===== src/rtl/qcr_defs.vh =====
/*
 * Constants of the quadrature counter register block: register offsets,
 * field positions, reset values and mode codes.
 * Assumes a 32-bit AHB-Lite bus with one word per register.
 */
`ifndef QCR_DEFS_VH
`define QCR_DEFS_VH

// ----------------------------------------------------------------------
// Register byte offsets
// ----------------------------------------------------------------------
`define QCR_OFS_STATUS 6'h00
`define QCR_OFS_POS_HI 6'h04
`define QCR_OFS_POS_LO 6'h08
`define QCR_OFS_POS_HOLD 6'h0C
`define QCR_OFS_VEL 6'h10
`define QCR_OFS_IDX_HI 6'h14
`define QCR_OFS_IDX_LO 6'h18
`define QCR_OFS_IDX_HOLD 6'h1C
`define QCR_OFS_IC_HI 6'h20
`define QCR_OFS_IC_LO 6'h24
`define QCR_OFS_CTRL 6'h28
`define QCR_OFS_MASK 6'h2C

// ----------------------------------------------------------------------
// Status and mask field positions
// ----------------------------------------------------------------------
`define QCR_ST_IDX_EN 0
`define QCR_ST_IDX_FLAG 1
`define QCR_ST_HOME_EN 2
`define QCR_ST_HOME_FLAG 3
`define QCR_ST_HDONE_EN 6
`define QCR_ST_HDONE_FLAG 7
`define QCR_ST_FLAGS 8'h8A
`define QCR_ST_ENS 8'h45

// ----------------------------------------------------------------------
// Control field positions
// ----------------------------------------------------------------------
`define QCR_CT_CCM_LSB 0
`define QCR_CT_PIM_LSB 2
`define QCR_CT_IMV_LSB 5

// ----------------------------------------------------------------------
// Reset values and mode codes
// ----------------------------------------------------------------------
`define QCR_RST_W16 16'h0000
`define QCR_RST_W8 8'h00
`define QCR_RST_CTRL 7'h00
`define QCR_CCM_QUAD 2'h0
`define QCR_CCM_EXT_DIR 2'h1
`define QCR_PIM_HOME_A 3'h3
`define QCR_PIM_HOME_B 3'h4

`endif


===== src/rtl/qcr_top.v =====
/*
 * Quadrature counter register block: velocity counter, position and index
 * counters with holding registers, initialization/capture value,
 * status flags and one interrupt, all behind an AHB-Lite slave.
 * Assumes the phase, index and home inputs are already conditioned and
 * synchronous to i_clk, and a single AHB-Lite master with word access.
 */
`timescale 1ns/1ps
`include "qcr_defs.vh"

module qcr_top #(
  parameter ADDR_W = 8
) (
  input wire i_clk,
  input wire i_arst_n,
  input wire i_hsel,
  input wire [ADDR_W-1:0] i_haddr,
  input wire [1:0] i_htrans,
  input wire i_hwrite,
  input wire [2:0] i_hsize,
  input wire [31:0] i_hwdata,
  input wire i_hready,
  output reg [31:0] o_hrdata,
  output reg o_hreadyout,
  output reg o_hresp,
  input wire i_qea,
  input wire i_qeb,
  input wire i_index,
  input wire i_home,
  output reg o_irq
);

  // --------------------------------------------------------------------
  // Bus state machine
  // --------------------------------------------------------------------
  localparam [1:0] ST_IDLE = 2'b01;
  localparam [1:0] ST_DATA = 2'b10;

  reg [1:0] state_q;
  reg [1:0] state_d;
  reg [5:0] addr_q;
  reg wr_q;
  reg map_q;
  wire take;
  wire act;
  wire do_wr;
  wire do_rd;

  assign take = i_hsel & i_htrans[1] & i_hready;
  assign act = state_q == ST_DATA;
  assign do_wr = act & wr_q & map_q;
  assign do_rd = act & ~wr_q & map_q;

  always @* begin
    case (state_q)
      ST_IDLE: state_d = take ? ST_DATA : ST_IDLE;
      ST_DATA: state_d = ST_IDLE;
      default: state_d = ST_IDLE;
    endcase
  end

  always @(posedge i_clk or negedge i_arst_n) begin
    if (!i_arst_n) begin
      state_q <= ST_IDLE;
      addr_q <= 6'h00;
      wr_q <= 1'b0;
      map_q <= 1'b0;
      o_hreadyout <= 1'b1;
      o_hresp <= 1'b0;
    end else begin
      state_q <= state_d;
      o_hreadyout <= ~(state_q == ST_IDLE && take);
      o_hresp <= 1'b0;
      if (state_q == ST_IDLE && take) begin
        addr_q <= {i_haddr[5:2], 2'b00};
        wr_q <= i_hwrite;
        map_q <= (i_haddr[ADDR_W-1:6] == {(ADDR_W-6){1'b0}});
      end
    end
  end

  // --------------------------------------------------------------------
  // Write strobes per register, read strobes r_pl and r_il
  // --------------------------------------------------------------------
  wire w_st = do_wr & (addr_q == `QCR_OFS_STATUS);
  wire w_ph = do_wr & (addr_q == `QCR_OFS_POS_HI);
  wire w_pl = do_wr & (addr_q == `QCR_OFS_POS_LO);
  wire w_phd = do_wr & (addr_q == `QCR_OFS_POS_HOLD);
  wire w_vel = do_wr & (addr_q == `QCR_OFS_VEL);
  wire w_ih = do_wr & (addr_q == `QCR_OFS_IDX_HI);
  wire w_il = do_wr & (addr_q == `QCR_OFS_IDX_LO);
  wire w_ihd = do_wr & (addr_q == `QCR_OFS_IDX_HOLD);
  wire w_ch = do_wr & (addr_q == `QCR_OFS_IC_HI);
  wire w_cl = do_wr & (addr_q == `QCR_OFS_IC_LO);
  wire w_ct = do_wr & (addr_q == `QCR_OFS_CTRL);
  wire w_mk = do_wr & (addr_q == `QCR_OFS_MASK);
  wire r_pl = do_rd & (addr_q == `QCR_OFS_POS_LO);
  wire r_il = do_rd & (addr_q == `QCR_OFS_IDX_LO);
  wire [15:0] wd = i_hwdata[15:0];

  // --------------------------------------------------------------------
  // Control register
  // --------------------------------------------------------------------
  reg [6:0] ctrl_q;
  wire [1:0] counter_control_mode;
  wire [2:0] position_init_mode;
  wire [1:0] index_match_value;

  assign counter_control_mode = ctrl_q[`QCR_CT_CCM_LSB+1:`QCR_CT_CCM_LSB];
  assign position_init_mode = ctrl_q[`QCR_CT_PIM_LSB+2:`QCR_CT_PIM_LSB];
  assign index_match_value = ctrl_q[`QCR_CT_IMV_LSB+1:`QCR_CT_IMV_LSB];

  always @(posedge i_clk or negedge i_arst_n) begin
    if (!i_arst_n) begin
      ctrl_q <= `QCR_RST_CTRL;
    end else if (w_ct) begin
      ctrl_q <= i_hwdata[6:0];
    end
  end

  // --------------------------------------------------------------------
  // Input edge and step detection
  // --------------------------------------------------------------------
  reg a_q;
  reg b_q;
  reg idx_q;
  reg home_q;
  reg armed_q;
  wire idx_ev;
  wire home_ev;
  wire quad;
  wire step;
  wire up;
  wire match;
  wire homing_mode;
  wire home_init;

  assign idx_ev = i_index & ~idx_q;
  assign home_ev = i_home & ~home_q;
  assign quad = counter_control_mode == `QCR_CCM_QUAD;
  assign step = quad ? ((i_qea ^ a_q) | (i_qeb ^ b_q)) :
    (counter_control_mode == `QCR_CCM_EXT_DIR) ? (i_qea & ~a_q) : 1'b1;
  assign up = quad ? (i_qea ^ b_q) :
    (counter_control_mode == `QCR_CCM_EXT_DIR) ? i_qeb : 1'b1;
  assign match = quad & idx_ev &
    ({i_qeb, i_qea} == index_match_value);
  assign homing_mode = counter_control_mode[1] == 1'b0 &&
    (position_init_mode == `QCR_PIM_HOME_A ||
     position_init_mode == `QCR_PIM_HOME_B);
  assign home_init = homing_mode & armed_q & idx_ev;

  always @(posedge i_clk or negedge i_arst_n) begin
    if (!i_arst_n) begin
      a_q <= 1'b0;
      b_q <= 1'b0;
      idx_q <= 1'b0;
      home_q <= 1'b0;
      armed_q <= 1'b0;
    end else begin
      a_q <= i_qea;
      b_q <= i_qeb;
      idx_q <= i_index;
      home_q <= i_home;
      if (!homing_mode || home_init) begin
        armed_q <= 1'b0;
      end else if (home_ev) begin
        armed_q <= 1'b1;
      end
    end
  end

  // --------------------------------------------------------------------
  // Position count and hold
  // --------------------------------------------------------------------
  reg [31:0] pos_q;
  reg [31:0] pos_d;
  reg [15:0] pos_hold_q;
  reg [31:0] ic_q;

  always @* begin
    pos_d = pos_q;
    if (home_init) begin
      pos_d = ic_q;
    end else if (match) begin
      pos_d = 32'h0000_0000;
    end else if (step) begin
      pos_d = up ? pos_q + 32'h0000_0001 : pos_q - 32'h0000_0001;
    end
    if (w_ph) begin
      pos_d[31:16] = wd;
    end
    if (w_pl) begin
      pos_d = {pos_hold_q, wd};
    end
  end

  always @(posedge i_clk or negedge i_arst_n) begin
    if (!i_arst_n) begin
      pos_q <= {`QCR_RST_W16, `QCR_RST_W16};
      pos_hold_q <= `QCR_RST_W16;
    end else begin
      pos_q <= pos_d;
      if (w_phd) begin
        pos_hold_q <= wd;
      end else if (r_pl) begin
        pos_hold_q <= pos_q[31:16];
      end
    end
  end

  // --------------------------------------------------------------------
  // Count direction, kept between steps
  // --------------------------------------------------------------------
  reg dir_q;
  wire dir;

  // A still encoder keeps the direction of its last step
  assign dir = step ? up : dir_q;

  always @(posedge i_clk or negedge i_arst_n) begin
    if (!i_arst_n) begin
      dir_q <= 1'b1;
    end else begin
      dir_q <= dir;
    end
  end

  // --------------------------------------------------------------------
  // Velocity count
  // --------------------------------------------------------------------
  reg [15:0] vel_q;

  // Counts the same steps as the position count, and also those lost there to an index match or homing load
  always @(posedge i_clk or negedge i_arst_n) begin
    if (!i_arst_n) begin
      vel_q <= `QCR_RST_W16;
    end else if (w_vel) begin
      vel_q <= wd;
    end else if (step) begin
      vel_q <= up ? vel_q + 16'h0001 : vel_q - 16'h0001;
    end
  end

  // --------------------------------------------------------------------
  // Index count and hold
  // --------------------------------------------------------------------
  reg [31:0] idx_cnt_q;
  reg [15:0] idx_hold_q;

  always @(posedge i_clk or negedge i_arst_n) begin
    if (!i_arst_n) begin
      idx_cnt_q <= {`QCR_RST_W16, `QCR_RST_W16};
      idx_hold_q <= `QCR_RST_W16;
    end else begin
      if (w_il) begin
        idx_cnt_q <= {idx_hold_q, wd};
      end else if (w_ih) begin
        idx_cnt_q[31:16] <= wd;
      end else if (idx_ev) begin
        idx_cnt_q <= dir ? idx_cnt_q + 32'h0000_0001 :
          idx_cnt_q - 32'h0000_0001;
      end
      if (w_ihd) begin
        idx_hold_q <= wd;
      end else if (r_il) begin
        idx_hold_q <= idx_cnt_q[31:16];
      end
    end
  end

  // --------------------------------------------------------------------
  // Init/capture value
  // --------------------------------------------------------------------
  // Loaded into the position count by a homing index event
  always @(posedge i_clk or negedge i_arst_n) begin
    if (!i_arst_n) begin
      ic_q <= {`QCR_RST_W16, `QCR_RST_W16};
    end else begin
      if (w_ch) begin
        ic_q[31:16] <= wd;
      end
      if (w_cl) begin
        ic_q[15:0] <= wd;
      end
    end
  end

  // --------------------------------------------------------------------
  // Status flags, enables, mask and interrupt
  // --------------------------------------------------------------------
  reg [7:0] stat_q;
  reg [7:0] stat_d;
  reg [7:0] mask_q;
  reg [7:0] set_v;
  wire [7:0] pend;

  always @* begin
    set_v = `QCR_RST_W8;
    set_v[`QCR_ST_IDX_FLAG] = idx_ev;
    set_v[`QCR_ST_HOME_FLAG] = home_ev;
    set_v[`QCR_ST_HDONE_FLAG] = home_init;
    stat_d = stat_q;
    if (w_st) begin
      stat_d = (stat_q & `QCR_ST_FLAGS & ~i_hwdata[7:0]) |
        (i_hwdata[7:0] & `QCR_ST_ENS);
    end
    stat_d = stat_d | set_v;
  end

  assign pend = stat_q & `QCR_ST_FLAGS & {stat_q[6:0], 1'b0} &
    mask_q;

  always @(posedge i_clk or negedge i_arst_n) begin
    if (!i_arst_n) begin
      stat_q <= `QCR_RST_W8;
      mask_q <= `QCR_RST_W8;
      o_irq <= 1'b0;
    end else begin
      stat_q <= stat_d;
      if (w_mk) begin
        mask_q <= i_hwdata[7:0] & `QCR_ST_FLAGS;
      end
      o_irq <= |pend;
    end
  end

  // --------------------------------------------------------------------
  // Read data
  // --------------------------------------------------------------------
  reg [15:0] rd_v;

  always @* begin
    case (addr_q)
      `QCR_OFS_STATUS: rd_v = {8'h00, stat_q};
      `QCR_OFS_POS_HI: rd_v = pos_q[31:16];
      `QCR_OFS_POS_LO: rd_v = pos_q[15:0];
      `QCR_OFS_POS_HOLD: rd_v = pos_hold_q;
      `QCR_OFS_VEL: rd_v = vel_q;
      `QCR_OFS_IDX_HI: rd_v = idx_cnt_q[31:16];
      `QCR_OFS_IDX_LO: rd_v = idx_cnt_q[15:0];
      `QCR_OFS_IDX_HOLD: rd_v = idx_hold_q;
      `QCR_OFS_IC_HI: rd_v = ic_q[31:16];
      `QCR_OFS_IC_LO: rd_v = ic_q[15:0];
      `QCR_OFS_CTRL: rd_v = {9'h000, ctrl_q};
      `QCR_OFS_MASK: rd_v = {8'h00, mask_q};
      default: rd_v = 16'h0000;
    endcase
  end

  always @(posedge i_clk or negedge i_arst_n) begin
    if (!i_arst_n) begin
      o_hrdata <= 32'h0000_0000;
    end else if (act) begin
      o_hrdata <= do_rd ? {16'h0000, rd_v} : 32'h0000_0000;
    end
  end

endmodule // qcr_top


===== config.mk =====
export PLATFORM = sky130hd
export DESIGN_NAME = qcr_top
export DESIGN_NICKNAME = d
export VERILOG_FILES = /design/src/rtl/qcr_top.v
export VERILOG_INCLUDE_DIRS = /design/src /design/src/rtl
export SDC_FILE = /design/constraint.sdc
export NUM_CORES = 1
export LEC_CHECK = 0
export BUFFER_PORTS_ARGS = -buffer_cell sky130_fd_sc_hd__buf_4
export CORE_ASPECT_RATIO = 0.8
export CORE_MARGIN = 1.5
export CORE_UTILIZATION = 40
export CTS_CLUSTER_DIAMETER = 150
export DETAILED_ROUTE_END_ITERATION = 8
export SETUP_SLACK_MARGIN = 0.1
export SYNTH_ARGS = -nofsm -noshare
export SYNTH_HDL_FRONTEND = slang
export SYNTH_SLANG_ARGS = --single-unit

===== constraint.sdc =====
create_clock -name i_clk -period 3.6 [get_ports i_clk]
set_input_delay 0 -clock i_clk [delete_from_list [all_inputs] [get_ports i_clk]]
set_output_delay 0 -clock i_clk [all_outputs]
set_load 0.05 [all_outputs]

==> flow_results.org <==
** GRT
- The number of global-route vias before repair was between 10,000 and 15,000.
- Entering global routing, the biggest net connects 89 pins.
- The layer flagged by global routing as most heavily used is met1.
- The first global-routing pass estimated 79,800 um of wire.
- M1 GR Usage :: around 45%
- Overall fraction of global-route tracks in use :: 29.7%
- Remaining global-route overflow :: 0
- Global routing used 41.5% of the available met2 tracks.
- Global routing met3 resource utilization :: under 10%
- Initial antenna violation count :: 1

** Clocking
- TritonCTS built the clock tree.
- At the later pin of the worst-skew pair, clock insertion delay measures approximately 0.45 ns.
- Clock edge transition at the registers on the reported setup and hold paths :: ~0.07 ns
- The longest clock path from root to sink contains 2 buffers.
- The H-tree was split into 4 levels.
- CTS saw around 190 sinks.
- CTS Root Cell :: clkbuf_16
- Buffers inserted during clock tree synthesis total 17.

** Routing
- In the final routed layout, each cell accounts on average for 24.6 um.
- Detailed-route vias per instance :: about 6.5
- First-pass iteration count of the detailed router :: 6
- DRC viols :: 0
- Iteration-0 DRC count of the detailed router :: about 2,000
- In this run the remaining antenna-violating nets after routing total 0.
- The detailed router placed ~14,000 vias in this run.
- The final layout contains routed wiring with a total length of 53,100 um.

** Worst setup path
- Type of the setup path with the least slack :: reg2reg
- Capturing point of the worst reg2reg path :: pos_q[18]$_DFFE_PN0P_
- The setup check on the worst reg-to-reg path leaves a slack of approximately 0.21 ns.
- Element type at the critical path start :: flop
- The worst register-to-register path has a depth of 13.
- Walking the worst path, the cells encountered are or3b_4 > o21a_4 > xnor2_2 > ha_2 > or3_4 > nor4_4 > a21oi_1 > o21bai_1 > buf_4 > mux2i_2 > o21ai_0 > nand2_1 > o21ai_0.
- Reg2Reg Launch Point :: ctrl_q[0]$_DFFE_PN0P_
- Most used cell, CP :: o21ai_0
- For this run, the slowest stage of the critical path takes about 0.43 ns.
- Data on the critical path is required at its endpoint by between 3 and 4 ns.
- Of all nets on the critical path, the largest fanout is 6.
- Critical path capture point type :: flop
- The slowest stage of the critical path is the or3b_4 cell.
- Arrival @ worst endpoint :: roughly 3.7 ns

** Timing
- Worst-case headroom to the max-slew limit :: between 10% and 20%
- Unrepaired setup endpoints after global routing :: yes
- Post-Route Skew :: approximately 0.01 ns
- For this run, the top clock speed supported by timing is between 200 and 300 MHz.
- Total count of hold-check failures in the final report :: 0
- Slew at the pin closest to its max-slew limit :: between 1 and 1.5 ns
- The worst path uses a little over nine tenths of the clock period.
- The max-slew violation count came to 0.
- Setup violations remaining at the end of the flow were counted as 0.
- In the post-route analysis, the smallest setup slack over all paths is approximately 0.21 ns.
- The clock period could shrink to 3.39 ns.

** Placed design
- I/O Buffers :: 49
- Post-place setup slack :: ~0.16 ns
- Placer Congestion :: 0.962
- The placed instances occupy a cell area of between 10,000 and 15,000 um^2.
- After legalization and detailed placement, the total HPWL measured roughly 38,000 um.

** Die
- The floorplan step set the die width to between 200 and 250 um.
- Standard-cell row count :: 60
- The die covers ~35,000 um^2.
- From bottom edge to top edge, the die measures between 150 and 200 um.
- For this design the top-level I/O count stands at 89.
- Initial standard-cell utilization of the core :: between 40 and 50%
- Core Region :: 33,600 um^2

** Synth
- Counting distinct cell types in the post-synthesis netlist gives 91.
- The synthesized netlist devotes 4.30% of its cell area to XOR and XNOR gates.
- Cell count after synthesis :: between 1,500 and 2,000
- After synthesis, the share of flip-flops with an asynchronous set or reset is 100%.
- Fraction of the mapped netlist area in compound gates :: between 20% and 30%
- In the synthesized netlist, mux cells make up 7.49% of the area.
- Combinational family with the most area after synthesis :: simple AND/OR/NAND/NOR gates
- Count of flip-flops with a built-in enable after synthesis :: 0
- Adder-cell share of the synthesized area :: less than 1%
- Syn Area/Cell :: ~8 um^2
- For this run, the number of Yosys warnings is 0.
- Summing every instance area after synthesis gives between 10,000 and 15,000 um^2.
- Of the total synthesized cell area, the portion taken by AND, OR, NAND and NOR gates is approximately a quarter.
- Most used flip-flop cell after synthesis :: dfrtp_1
- After synthesis, flip-flops and latches occupy 35.2% of the total area.
- Yosys reg bits :: 192

** Finish
- In the final design database the tool counted roughly 1,800 nets.
- Leaving out fill and tap cells, the most frequent cell in the layout is nand2_1.
- Final Instance Area :: around 15,000 um^2
- Cells with a size suffix above 1 make up between 10 and 15% of the layout.
- In the layout the commonest cells are nand2_1 (196), dfrtp_1 (188), nor2_1 (174), a21oi_1 (146), buf_4 (125).
- The number of antenna diodes in the final layout is 0.
- Synthesis-to-finish area growth :: 12.6%

** Pwr
- Maximum vdd drop :: between 0.2 and 0.3 mV
- Power per cell area :: ~480 nW/um^2
- The analysis attributes to cell leakage a power of about 6.2 nW.

** Min path
- Start point of the worst hold path :: i_hready
- Counting instances, the worst hold path has a depth of 2.
- End of the worst hold path :: state_q[0]$_DFF_PN1_
- Worst min path class :: in2reg

** Flow run
- # Max-Cap Violations :: 0

** Status
- Outcome :: finished clean
==> layout make-up <==
cell class	count	area [um^2]
multi-input combinational	1324	8140
tap	434	543
clock inverter	10	90.1
fill	3346	18300
clock buffer	22	464
inverter	15	58.8
timing repair buffer	157	1270
sequential	192	4810
==> critical path, delay by kind of cell, from the launching register on <==
kind                     cells  cell delay (ns)
AND/OR/NAND/NOR              4             1.17
XOR/XNOR                     1             0.14
multiplexers                 1             0.35
flip-flops                   1             0.42
buffers and inverters        1             0.16
adder cells (fa/ha/maj)      1             0.21
AO/OA/AOI/OAI                5             0.80
==> timing repair <==
action	in CTS	in global routing
resized for setup	0	9
setup endpoints to repair	0	10
hold buffers	30	0
setup buffers	0	1
endpoints found under the hold margin	228	0
==> worst max path at each step <==
| stage | start | endpoint | slack [ns] | depth (start not counted) |
|---|---|---|---|---|
| 6_report | ctrl_q[0]$_DFFE_PN0P_ | pos_q[18]$_DFFE_PN0P_ | 0.21 | 13 |
| 5_1_grt | a_q$_DFF_PN0_ | idx_cnt_q[29]$_DFFE_PN0P_ | 0.08 | 12 |
| 3_3_place_gp | ctrl_q[0]$_DFFE_PN0P_ | pos_q[18]$_DFFE_PN0P_ | 0.25 | 13 |
| 2_1_floorplan | ctrl_q[1]$_DFFE_PN0P_ | pos_q[30]$_DFFE_PN0P_ | -0.07 | 17 |
| 4_1_cts | a_q$_DFF_PN0_ | idx_cnt_q[30]$_DFFE_PN0P_ | 0.13 | 17 |
| 3_5_place_dp | a_q$_DFF_PN0_ | idx_cnt_q[30]$_DFFE_PN0P_ | 0.16 | 17 |
==> power by group <==
group          leakage [nW]  internal, mW  switching (mW)
logic                  3.61         0.901            1.30
registers              2.37          2.45           0.818
clock network         0.266         0.989           0.874
==> synthesized netlist by cell type, types with 5 or more instances <==
library cell	instances	area share, %
a31oi_1	20	0.92
mux2i_1	49	3.6
dfrtp_1	189	35
ha_1	5	0.46
o22ai_1	8	0.37
nor2_1	174	4.8
o2111ai_1	5	0.32
o41ai_1	5	0.32
and4_1	7	0.45
nor3b_1	5	0.27
and2_1	10	0.46
inv_1	13	0.36
a22o_1	12	0.77
or4_1	15	0.82
o211ai_1	9	0.49
a32oi_1	5	0.32
a211oi_1	5	0.27
buf_1	12	0.33
xor2_1	17	1.1
nor4b_1	5	0.32
nor2b_1	11	0.50
nand4_1	42	1.9
and3_1	21	0.96
a21oi_1	148	5.4
o21ai_1	14	0.51
o21a_1	5	0.27
nand2_1	196	5.4
o31ai_1	5	0.27
nor3_1	40	1.5
nand3_1	77	2.8
buf_4	18	0.99
a221oi_1	22	1.4
or3_1	20	0.92
nor4_1	33	1.5
a22oi_1	37	2.0
o21ai_0	86	3.2
buf_2	17	0.62
a222oi_1	16	1.2
nand2b_1	10	0.46
nand3b_1	6	0.33
mux2_2	46	3.8
clkbuf_1	142	3.9
xnor2_1	50	3.2
==> flip-flops by register name, summed over array words and instances, names as in the netlist <==
name and cells:
idx_cnt_q 32, pos_hold_q 16, ic_q 32, idx_hold_q 16, ctrl_q 7, b_q 1, home_q 1, stat_q 6
wr_q 1, o_hrdata 16, o_irq 1, state_q 2, pos_q 32, vel_q 16, map_q 1, addr_q 4
a_q 1, mask_q 3, dir_q 1, armed_q 1, idx_q 1, o_hreadyout 1
==> logic make-up after synthesis <==
kind of cell / count (synthesis)
fa+ha+maj: 5
xor+xnor: 67
other cells: 1
flops: 192
mux: 96
buf+inv: 207
simple gates: 695
compound gates: 444
==> per-stage QoR <==
step	hold WS, ns	utilization, %	power [mW]	setup TNS, ns	instances
finish	0.0460	45.7	7.33	0	2154
floorplan	-0.296	-	4.52	-0.0736	1723
detailed placement	0.114	43.1	5.36	0	2091
CTS	0.0326	45.6	7.25	0	2153
global placement	0.114	43.1	5.33	0	2091
global route	0.0730	45.7	7.66	0	2154
==> per-layer routing <==
| layer | wire length, um | vias to the layer above |
|---|---|---|
| met5 | 0 | - |
| met4 | 1240 | 0 |
| met3 | 6000 | 92 |
| met2 | 21900 | 884 |
| met1 | 24000 | 6841 |
| li1 | - | 6192 |
Note: power is estimated with default switching activity, not from simulation.
